$ cat config.mk
export PLATFORM = sky130hd
export DESIGN_NAME = epl_loader
export DESIGN_NICKNAME = d
export VERILOG_FILES = /design/src/epl_pkg.sv /design/src/epl_loader.sv /design/src/epl_port_regs.sv
export SDC_FILE = /design/constraint.sdc
export NUM_CORES = 1
export LEC_CHECK = 0
export BUFFER_PORTS_ARGS = -buffer_cell sky130_fd_sc_hd__buf_4
export CORE_MARGIN = 3
export CORE_UTILIZATION = 30
export DETAILED_ROUTE_END_ITERATION = 12
export HOLD_SLACK_MARGIN = 0.05
export PLACE_DENSITY = 0.44
export SLEW_MARGIN = 10
export SYNTH_ARGS = -nofsm -noshare
export SYNTH_HDL_FRONTEND = slang
export SYNTH_HIERARCHICAL = 1
export SYNTH_SLANG_ARGS = --single-unit
export TNS_END_PERCENT = 1
$ cat constraint.sdc
create_clock -name clk_i -period 4.5 [get_ports clk_i]
set_input_delay 0 -clock clk_i [delete_from_list [all_inputs] [get_ports clk_i]]
set_output_delay 0 -clock clk_i [all_outputs]
set_load 0.01 [all_outputs]
$ cat src/epl_pkg.sv
// Purpose: Shared constants for the configuration-memory port loader.
// Assumes: Configuration memory delivers 16-bit words at even byte addresses.
// Notes: Config offsets are byte offsets inside one port's configuration space.
package epl_pkg;

    localparam int unsigned NPORT = 6;
    localparam int unsigned GEN_WORDS = 5;
    localparam int unsigned TOTAL_WORDS = 11;
    localparam logic [3:0] LAST_IDX = 4'hA;

    // Configuration memory word addresses.
    localparam logic [7:0] MEM_GEN_BASE = 8'h62;
    localparam logic [7:0] MEM_BUD_BASE = 8'h70;

    // Bit layout of a per-port general word.
    localparam int unsigned W_SLOT = 0;
    localparam int unsigned W_CLK = 1;
    localparam int unsigned W_DSI = 2;
    localparam int unsigned W_LPC = 3;
    localparam int unsigned W_PNUM_LO = 4;
    localparam int unsigned W_PNUM_HI = 6;
    localparam int unsigned W_MAP_LO = 9;
    localparam int unsigned W_MAP_HI = 15;

    // Bit layout of a power-budgeting word.
    localparam int unsigned B_BASE_HI = 7;
    localparam int unsigned B_SCALE_LO = 8;
    localparam int unsigned B_SCALE_HI = 9;
    localparam int unsigned B_PMST_LO = 10;
    localparam int unsigned B_PMST_HI = 11;
    localparam int unsigned B_SYS = 15;

    // Field positions in the configuration registers.
    localparam int unsigned C_SLOT_BIT = 24;
    localparam int unsigned C_CLK_BIT = 28;
    localparam int unsigned C_DSI_BIT = 21;
    localparam int unsigned C_LPC_BIT = 4;
    localparam int unsigned C_PNUM_LO = 24;
    localparam int unsigned C_MAP_LO = 1;
    localparam int unsigned C_SCALE_LO = 8;
    localparam int unsigned C_PMST_LO = 13;
    localparam int unsigned C_SYS_BIT = 0;

    // Configuration register offsets inside a port's space.
    localparam logic [9:0] OFF_SLOT = 10'h0C0;
    localparam logic [9:0] OFF_CLK = 10'h0D0;
    localparam logic [9:0] OFF_DSI = 10'h040;
    localparam logic [9:0] OFF_LPC = 10'h144;
    localparam logic [9:0] OFF_PNUM = 10'h0CC;
    localparam logic [9:0] OFF_MAP = 10'h154;
    localparam logic [9:0] OFF_BDATA = 10'h214;
    localparam logic [9:0] OFF_BCAP = 10'h218;

    // Reset values of the stored words, giving all-default register bits.
    localparam logic [15:0] RST_GEN_WORD = 16'h0000;
    localparam logic [15:0] RST_BUD_WORD = 16'h0000;

    // Loader control and status registers on APB.
    localparam logic [12:0] CTRL_ADDR = 13'h1C00;
    localparam logic [12:0] STAT_ADDR = 13'h1C04;
    localparam int unsigned CTRL_START = 0;
    localparam int unsigned STAT_BUSY = 0;
    localparam int unsigned STAT_DONE = 1;
    localparam int unsigned STAT_NOMEM = 2;

    typedef enum logic [3:0]
    {
        ST_IDLE = 4'b0001,
        ST_CHECK = 4'b0010,
        ST_FETCH = 4'b0100,
        ST_DONE = 4'b1000
    } epl_state_e;

endpackage

$ cat src/epl_loader.sv
// Purpose: Loads per-port switch configuration from a serial configuration memory.
// Assumes: Memory read port answers each held request with one valid pulse.
// Notes: APB reads of port registers wait until loading has finished.
//
// Our own choices: register access over APB and the register offsets.
module epl_loader
    import epl_pkg::*;
(
    input wire logic clk_i, // Core clock, 50 MHz.
    input wire logic rstn_i, // Asynchronous reset, active low.
    input wire logic mem_present_i, // A valid configuration memory is fitted.
    output logic mem_rd_o, // Read request, held until mem_valid_i.
    output logic [7:0] mem_addr_o, // Byte address of the requested word.
    input wire logic mem_valid_i, // Read data valid, one-cycle pulse.
    input wire logic [15:0] mem_rdata_i, // Word read from memory.
    input wire logic psel_i, // APB select.
    input wire logic penable_i, // APB access phase.
    input wire logic pwrite_i, // APB write.
    input wire logic [12:0] paddr_i, // APB byte address.
    input wire logic [31:0] pwdata_i, // APB write data.
    output logic [31:0] prdata_o, // APB read data.
    output logic pready_o, // APB ready.
    output logic pslverr_o, // APB error on unmapped address.
    output logic cfg_ready_o // Loading finished, accesses served.
);
    import epl_pkg::*;

    epl_state_e state_reg;
    epl_state_e state_next;
    logic [3:0] idx_reg;
    logic [3:0] idx_next;
    logic rd_reg;
    logic rd_next;
    logic [7:0] addr_reg;
    logic [7:0] addr_next;
    logic nomem_reg;
    logic nomem_next;
    logic [NPORT-1:0] gen_we;
    logic [NPORT-1:0] bud_we;
    logic [31:0] port_rdata [NPORT];
    logic [NPORT-1:0] port_hit;
    logic [2:0] sel_port;
    logic start_req;
    logic [7:0] word_addr;
    // The ready flag is kept in its own flip-flop so that the output is glitch free.
    // It is loaded from the state that the sequencer is about to enter, which
    // keeps it in step with the state register rather than one cycle late.
    logic cfg_ready_reg;
    logic cfg_ready_next;

    // Word address for a sequence index: five general words, then six budgets.
    function automatic logic [7:0] idx_to_addr(input logic [3:0] idx);
        logic [7:0] a;
        if (idx < 4'(GEN_WORDS))
        begin
            a = MEM_GEN_BASE + {3'b000, idx, 1'b0};
        end
        else
        begin
            a = MEM_BUD_BASE + {3'b000, idx - 4'(GEN_WORDS), 1'b0};
        end
        return a;
    endfunction

    // The address follows the index that the sequencer is moving to, so a new
    // request stands on the bus in the same cycle as the index that names it.
    // This costs an adder behind the next-state logic but saves a wait cycle
    // per word, which matters because all eleven words are fetched in a row.
    assign word_addr = idx_to_addr(idx_next);

    // Loader sequencing; a software restart reruns the whole load.
    always_comb
    begin
        state_next = state_reg;
        idx_next = idx_reg;
        rd_next = rd_reg;
        addr_next = addr_reg;
        nomem_next = nomem_reg;
        case (state_reg)
            ST_IDLE:
            begin
                state_next = ST_CHECK;
            end
            ST_CHECK:
            begin
                idx_next = 4'h0;
                if (mem_present_i)
                begin
                    nomem_next = 1'b0;
                    rd_next = 1'b1;
                    addr_next = word_addr;
                    state_next = ST_FETCH;
                end
                else
                begin
                    nomem_next = 1'b1;
                    state_next = ST_DONE;
                end
            end
            ST_FETCH:
            begin
                if (mem_valid_i)
                begin
                    if (idx_reg == LAST_IDX)
                    begin
                        rd_next = 1'b0;
                        state_next = ST_DONE;
                    end
                    else
                    begin
                        idx_next = idx_reg + 4'h1;
                        addr_next = word_addr;
                    end
                end
            end
            ST_DONE:
            begin
                if (start_req)
                begin
                    state_next = ST_CHECK;
                end
            end
            default:
            begin
                state_next = ST_IDLE;
                rd_next = 1'b0;
            end
        endcase
        cfg_ready_next = (state_next == ST_DONE);
    end

    // Sequencer registers. Reset returns to idle, so every reset with memory fitted reloads the words.
    // A reset in the middle of a load simply abandons the words fetched so far;
    // the port banks were cleared by the same reset, so nothing stale survives.
    always_ff @(posedge clk_i or negedge rstn_i)
    begin
        if (!rstn_i)
        begin
            state_reg <= ST_IDLE;
            idx_reg <= 4'h0;
            rd_reg <= 1'b0;
            addr_reg <= 8'h00;
            nomem_reg <= 1'b0;
            cfg_ready_reg <= 1'b0;
        end
        else
        begin
            state_reg <= state_next;
            idx_reg <= idx_next;
            rd_reg <= rd_next;
            addr_reg <= addr_next;
            nomem_reg <= nomem_next;
            cfg_ready_reg <= cfg_ready_next;
        end
    end

    // Route each arriving word to its port; general words skip port 0.
    always_comb
    begin
        gen_we = '0;
        bud_we = '0;
        if (state_reg == ST_FETCH && mem_valid_i)
        begin
            if (idx_reg < 4'(GEN_WORDS))
            begin
                gen_we[idx_reg[2:0] + 3'h1] = 1'b1;
            end
            else
            begin
                bud_we[3'(idx_reg - 4'(GEN_WORDS))] = 1'b1;
            end
        end
    end

    // One register bank per port.
    for (genvar p = 0; p < NPORT; p++)
    begin : g_port
        epl_port_regs u_port (
            .clk_i(clk_i),
            .rstn_i(rstn_i),
            .gen_we_i(gen_we[p]),
            .bud_we_i(bud_we[p]),
            .word_i(mem_rdata_i),
            .rd_off_i(paddr_i[9:0]),
            .rdata_o(port_rdata[p]),
            .hit_o(port_hit[p])
        );
    end

    // APB slave: one wait state, and held off entirely while loading.
    logic ready_reg;
    logic ready_next;
    logic err_reg;
    logic err_next;
    logic [31:0] rdata_reg;
    logic [31:0] rdata_next;
    logic busy;
    logic ctrl_hit;
    logic stat_hit;
    logic port_ok;

    // Address decode for the register window.
    // Each port owns a 1 KiB window; the two loader words sit in the unused
    // eighth window so that they can never alias a port register.
    // Only whole aligned words are accepted; a byte address inside a word
    // is refused rather than rounded down, so software errors show up early.
    assign busy = (state_reg != ST_DONE);
    assign sel_port = paddr_i[12:10];
    assign ctrl_hit = (paddr_i == CTRL_ADDR);
    assign stat_hit = (paddr_i == STAT_ADDR);
    assign port_ok = (sel_port < 3'(NPORT)) && (paddr_i[1:0] == 2'b00);
    assign start_req = psel_i && penable_i && ready_reg && pwrite_i && ctrl_hit
        && pwdata_i[CTRL_START];

    always_comb
    begin
        ready_next = 1'b0;
        err_next = 1'b0;
        rdata_next = rdata_reg;
        // Register reads wait for the load so software never sees stale defaults.
        if (psel_i && penable_i && !ready_reg && !busy)
        begin
            ready_next = 1'b1;
            rdata_next = 32'h0000_0000;
            if (stat_hit)
            begin
                rdata_next[STAT_BUSY] = busy;
                rdata_next[STAT_DONE] = !busy;
                rdata_next[STAT_NOMEM] = nomem_reg;
            end
            else if (ctrl_hit)
            begin
                rdata_next = 32'h0000_0000;
            end
            else if (port_ok && port_hit[sel_port])
            begin
                if (!pwrite_i)
                begin
                    rdata_next = port_rdata[sel_port];
                end
            end
            else
            begin
                err_next = 1'b1;
            end
        end
    end

    always_ff @(posedge clk_i or negedge rstn_i)
    begin
        if (!rstn_i)
        begin
            ready_reg <= 1'b0;
            err_reg <= 1'b0;
            rdata_reg <= 32'h0000_0000;
        end
        else
        begin
            ready_reg <= ready_next;
            err_reg <= err_next;
            rdata_reg <= rdata_next;
        end
    end

    // Every output is a plain flip-flop copy.
    // Downstream logic may therefore sample them without further retiming.
    // The memory request and address stay unchanged until a word is taken.
    assign mem_rd_o = rd_reg;
    assign mem_addr_o = addr_reg;
    assign prdata_o = rdata_reg;
    assign pready_o = ready_reg;
    assign pslverr_o = err_reg;
    assign cfg_ready_o = cfg_ready_reg;

endmodule

$ cat src/epl_port_regs.sv
// Purpose: Holds one port's loaded words and presents its configuration fields.
// Assumes: Write strobes are one-cycle pulses from the loader.
// Notes: Only the raw words are stored; fields are placed on the read path.
module epl_port_regs
    import epl_pkg::*;
(
    input wire logic clk_i, // Core clock.
    input wire logic rstn_i, // Asynchronous reset, active low.
    input wire logic gen_we_i, // Store a general word.
    input wire logic bud_we_i, // Store a power-budgeting word.
    input wire logic [15:0] word_i, // Word fetched from memory.
    input wire logic [9:0] rd_off_i, // Config offset being read.
    output logic [31:0] rdata_o, // Field image at rd_off_i.
    output logic hit_o // Offset holds a loaded register.
);
    logic [15:0] gen_reg;
    logic [15:0] gen_next;
    logic [15:0] bud_reg;
    logic [15:0] bud_next;

    // Words change only when the loader strobes them.
    always_comb
    begin
        gen_next = gen_we_i ? word_i : gen_reg;
        bud_next = bud_we_i ? word_i : bud_reg;
    end

    // Reset leaves every field at its default value.
    always_ff @(posedge clk_i or negedge rstn_i)
    begin
        if (!rstn_i)
        begin
            gen_reg <= RST_GEN_WORD;
            bud_reg <= RST_BUD_WORD;
        end
        else
        begin
            gen_reg <= gen_next;
            bud_reg <= bud_next;
        end
    end

    // Scatter the stored word bits into their register positions.
    always_comb
    begin
        rdata_o = 32'h0000_0000;
        hit_o = 1'b1;
        case (rd_off_i)
            OFF_SLOT: rdata_o[C_SLOT_BIT] = gen_reg[W_SLOT];
            OFF_CLK: rdata_o[C_CLK_BIT] = gen_reg[W_CLK];
            OFF_DSI: rdata_o[C_DSI_BIT] = gen_reg[W_DSI];
            OFF_LPC: rdata_o[C_LPC_BIT] = gen_reg[W_LPC];
            OFF_PNUM: rdata_o[C_PNUM_LO +: 3] = gen_reg[W_PNUM_HI:W_PNUM_LO];
            OFF_MAP: rdata_o[C_MAP_LO +: 7] = gen_reg[W_MAP_HI:W_MAP_LO];
            OFF_BDATA:
            begin
                rdata_o[B_BASE_HI:0] = bud_reg[B_BASE_HI:0];
                rdata_o[C_SCALE_LO +: 2] = bud_reg[B_SCALE_HI:B_SCALE_LO];
                rdata_o[C_PMST_LO +: 2] = bud_reg[B_PMST_HI:B_PMST_LO];
            end
            OFF_BCAP: rdata_o[C_SYS_BIT] = bud_reg[B_SYS];
            default: hit_o = 1'b0;
        endcase
    end

endmodule

==> flow_metrics.py <==
metrics = {
    "run_status": {
        "status": "finished, final reports clean",
    },
    "cells_and_area": {
        "area_delta_synth_final_pct": 15.6,
        "mostFrequentLayoutCells": "dfrtp_1 (213), mux2_2 (161), nand2_1 (120)",
        "fin_nets": 1314,
        "fillers": 4210,
        "layout-drive-gt1-share_pct": 30.3,
        "layout_commonest_cell": "dfrtp_1",
        "largest_reg_flops": 84,
        "antennaDiodeCount": 0,
    },
    "setup_path": {
        "crit_required_ns": 4.90,
        "endpoint_kind": "register",
        "cp_slowest_cell": "dfrtp_1",
        "crit_chain": "inv_1 > ha_1 > and3b_1 > nor3_2 > mux2i_1 > inv_1 > ha_1 > inv_1 > maj3_1 > mux2_2 > a21oi_1 > o31ai_2",
        "crit_type": "reg2reg",
        "cpPeakStageDelay_ns": 0.59,
        "startpoint_type": "register",
        "cpMostUsedCell": "inv_1",
        "crit_fanout": 11,
        "worstPathArrival_ns": 3.81,
    },
    "logic_synthesis": {
        "ys_ff_latch": 214,
        "ys.flop_type": "dfrtp_1",
        "yosysSeqAreaShare_pct": 41.9,
        "syn_area_mm2": 0.0128,
        "syn_inst": 1154,
        "synth_warnings": 6,
        "synth-edff-count": 0,
        "synth.avg_cell_area_um2": 11.1,
        "synthDistinctLibCells": 73,
        "ys_async_sr_fraction_pct": 100,
    },
    "pwr": {
        "p_clk_share_pct": 43.3,
        "irDropWorstVdd_v": 0.000211,
        "power_density_mw_per_mm2": 354,
        "switching_share_pct": 26.5,
        "internal-power_uw": 3840,
        "power_uw": 5230,
        "p_seq_share_pct": 42.7,
        "cellLeakagePower_uw": 0.00688,
        "p_sw_uw": 1390,
        "pwr-share-comb_pct": 14.0,
    },
    "min_path": {
        "hold_class": "in2reg",
    },
    "clocking": {
        "clockBufferDepth": 3,
        "root_buffer": "clkbuf_16",
        "clkTransAtPathRegs_ns": 0.06,
        "htreeDepth": 1,
        "cts_tree": "yes",
        "clock_latency_ns": 0.55,
        "cts_sinks": 214,
        "cts_buffers": 27,
        "cts-resized-gates": 0,
    },
    "die": {
        "dieArea_mm2": 0.0451,
        "core_mm2": 0.0415,
        "initial_core_util_pct": 30.8,
        "die_h_um": 212,
        "die_w_um": 212,
        "row_count": 74,
        "io_pins": 112,
    },
    "placed_design": {
        "place.gp.congestion": 0.761,
        "place_hpwl_um": 23200,
        "portBuffers": 79,
        "place_ws_ns": 1.11,
    },
    "drt": {
        "first_pass_iters": 5,
        "remaining_drc_errors": 0,
        "detail_route.wirelength_um": 35800,
        "drt-initial-drc-count": 569,
        "drtAntennaViolNets": 0,
        "wl_per_cell_um": 20.0,
        "vias_per_cell": 5.02,
        "vias": 8995,
    },
    "global_routing": {
        "grt_pass1_wl_um": 56000,
        "grt_pass1_vias": 9078,
        "overflow": 0,
        "antenna_found_initial": 0,
        "track_usage_pct": 16.0,
        "grt_max_degree": 135,
    },
    "timing": {
        "post-route-min-period_ns": 3.41,
        "fin_skew_ns": 0.0124,
        "slew_violations": 0,
        "layout_setup_ws_ns": 1.09,
        "max_freq_mhz": 293,
        "fin_setup_tns_ns": 0,
        "period_share_pct": 75.8,
        "worstMarginPinSlew_ns": 1.04,
        "setup_viol": 0,
        "slew_headroom_pct": 30.6,
        "rsz0062_at_grt": "false",
        "final-hold-violation-count": 0,
    },
    "flow_run": {
        "maxCapViolCount": 0,
    },
}
==> synthesized netlist by cell type (all sizes together), types with 8 or more instances <==
library cell	number	area share, %
or4	8	0.50
and2	36	1.8
and3	12	0.59
or2	8	0.39
nor3	34	1.4
nor3b	13	0.76
buf	127	7.1
mux4	33	5.8
or4b	8	0.69
dfrtp	213	42
nand3	36	1.4
nor4	15	1.5
a21oi	11	0.43
o21ai	48	1.9
nor4b	9	1.4
mux2i	35	2.7
inv	20	0.59
a22o	37	2.5
nor2	31	0.93
mux2	162	14
clkbuf	28	0.82
nand3b	9	0.53
nand2	120	3.5
==> through the flow <==
step | cells | utilization, % | hold slack, ns | instance area, um^2
floorplan | 1238 | - | -0.296 | 13100
global placement | 1718 | 32.8 | 0.0519 | 13600
global route | 1792 | 35.6 | 0.0942 | 14800
CTS | 1792 | 35.6 | 0.0541 | 14800
detailed placement | 1718 | 32.8 | 0.0577 | 13600
finish | 1792 | 35.6 | 0.0351 | 14800
==> layout make-up <==
| cell class | count | area [um^2] | share of cell area [%] |
|---|---|---|---|
| clock buffers | 39 | 771 | 5.22 |
| clock inverters | 9 | 148 | 1.00 |
| inverters | 21 | 78.8 | 0.534 |
| multi-input cells | 848 | 6690 | 45.3 |
| flip-flops and latches | 214 | 5360 | 36.3 |
| well taps | 532 | 666 | 4.51 |
| repair buffers | 129 | 1050 | 7.13 |
==> layer usage <==
metal	track usage [%]	routed length, um
met5	0	0
met4	3.85	672
met1	22.6	17100
met2	26.0	16600
met3	2.17	1330
==> power groups by stage <==
stage                     registers (uW)  clock network [uW]  logic (uW)
after floorplan                     2210                   0         538
after global placement              2260                   0         718
after detailed placement            2270                   0         724
after CTS                           2230                2340         741
after global routing                2260                2420         823
final                               2230                2260         732
==> what timing repair did <==
item	CTS	global route
hold buffers	26	0
setup buffers	0	0
endpoints found under the hold margin	258	0
==> logic make-up (layout without fill, tap and decap cells) <==
group	after synthesis	count (layout)	share of synthesized area, %
fa+ha+maj	6	6	0.568
mux	230	230	22.9
compound gates	133	133	7.33
simple gates	384	384	18.3
other cells	7	91	0.206
buf+inv	176	198	8.54
flops	214	214	41.9
xor+xnor	4	4	0.274
==> critical path: cells and delay by family, from the launching register on <==
kind,cells,cell delay [ns]
adders and majority gates,3,0.84
and+or+nand+nor,2,0.68
DFF,1,0.59
AOI/OAI and AO/OA,2,0.27
buffers and inverters,3,0.41
muxes,2,0.48
==> final timing paths <==
path | to | depth (start not counted) | start | slack, ns
max in group asynchronous | g_port[5].u_port/bud_reg[1] | 3 | rstn_i | 3.16
min in group asynchronous | mem_addr_o[7] | 2 | rstn_i | 0.05
setup reg to reg | mem_addr_o[4] | 12 | idx_reg[0] | 1.09
setup / recovery | mem_addr_o[4] | 12 | idx_reg[0] | 1.09
hold / removal | cfg_ready_o | 4 | psel_i | 0.04
hold reg to reg | prdata_o[20] | 2 | prdata_o[20] | 0.46
Power figures use the tool's default switching activity.
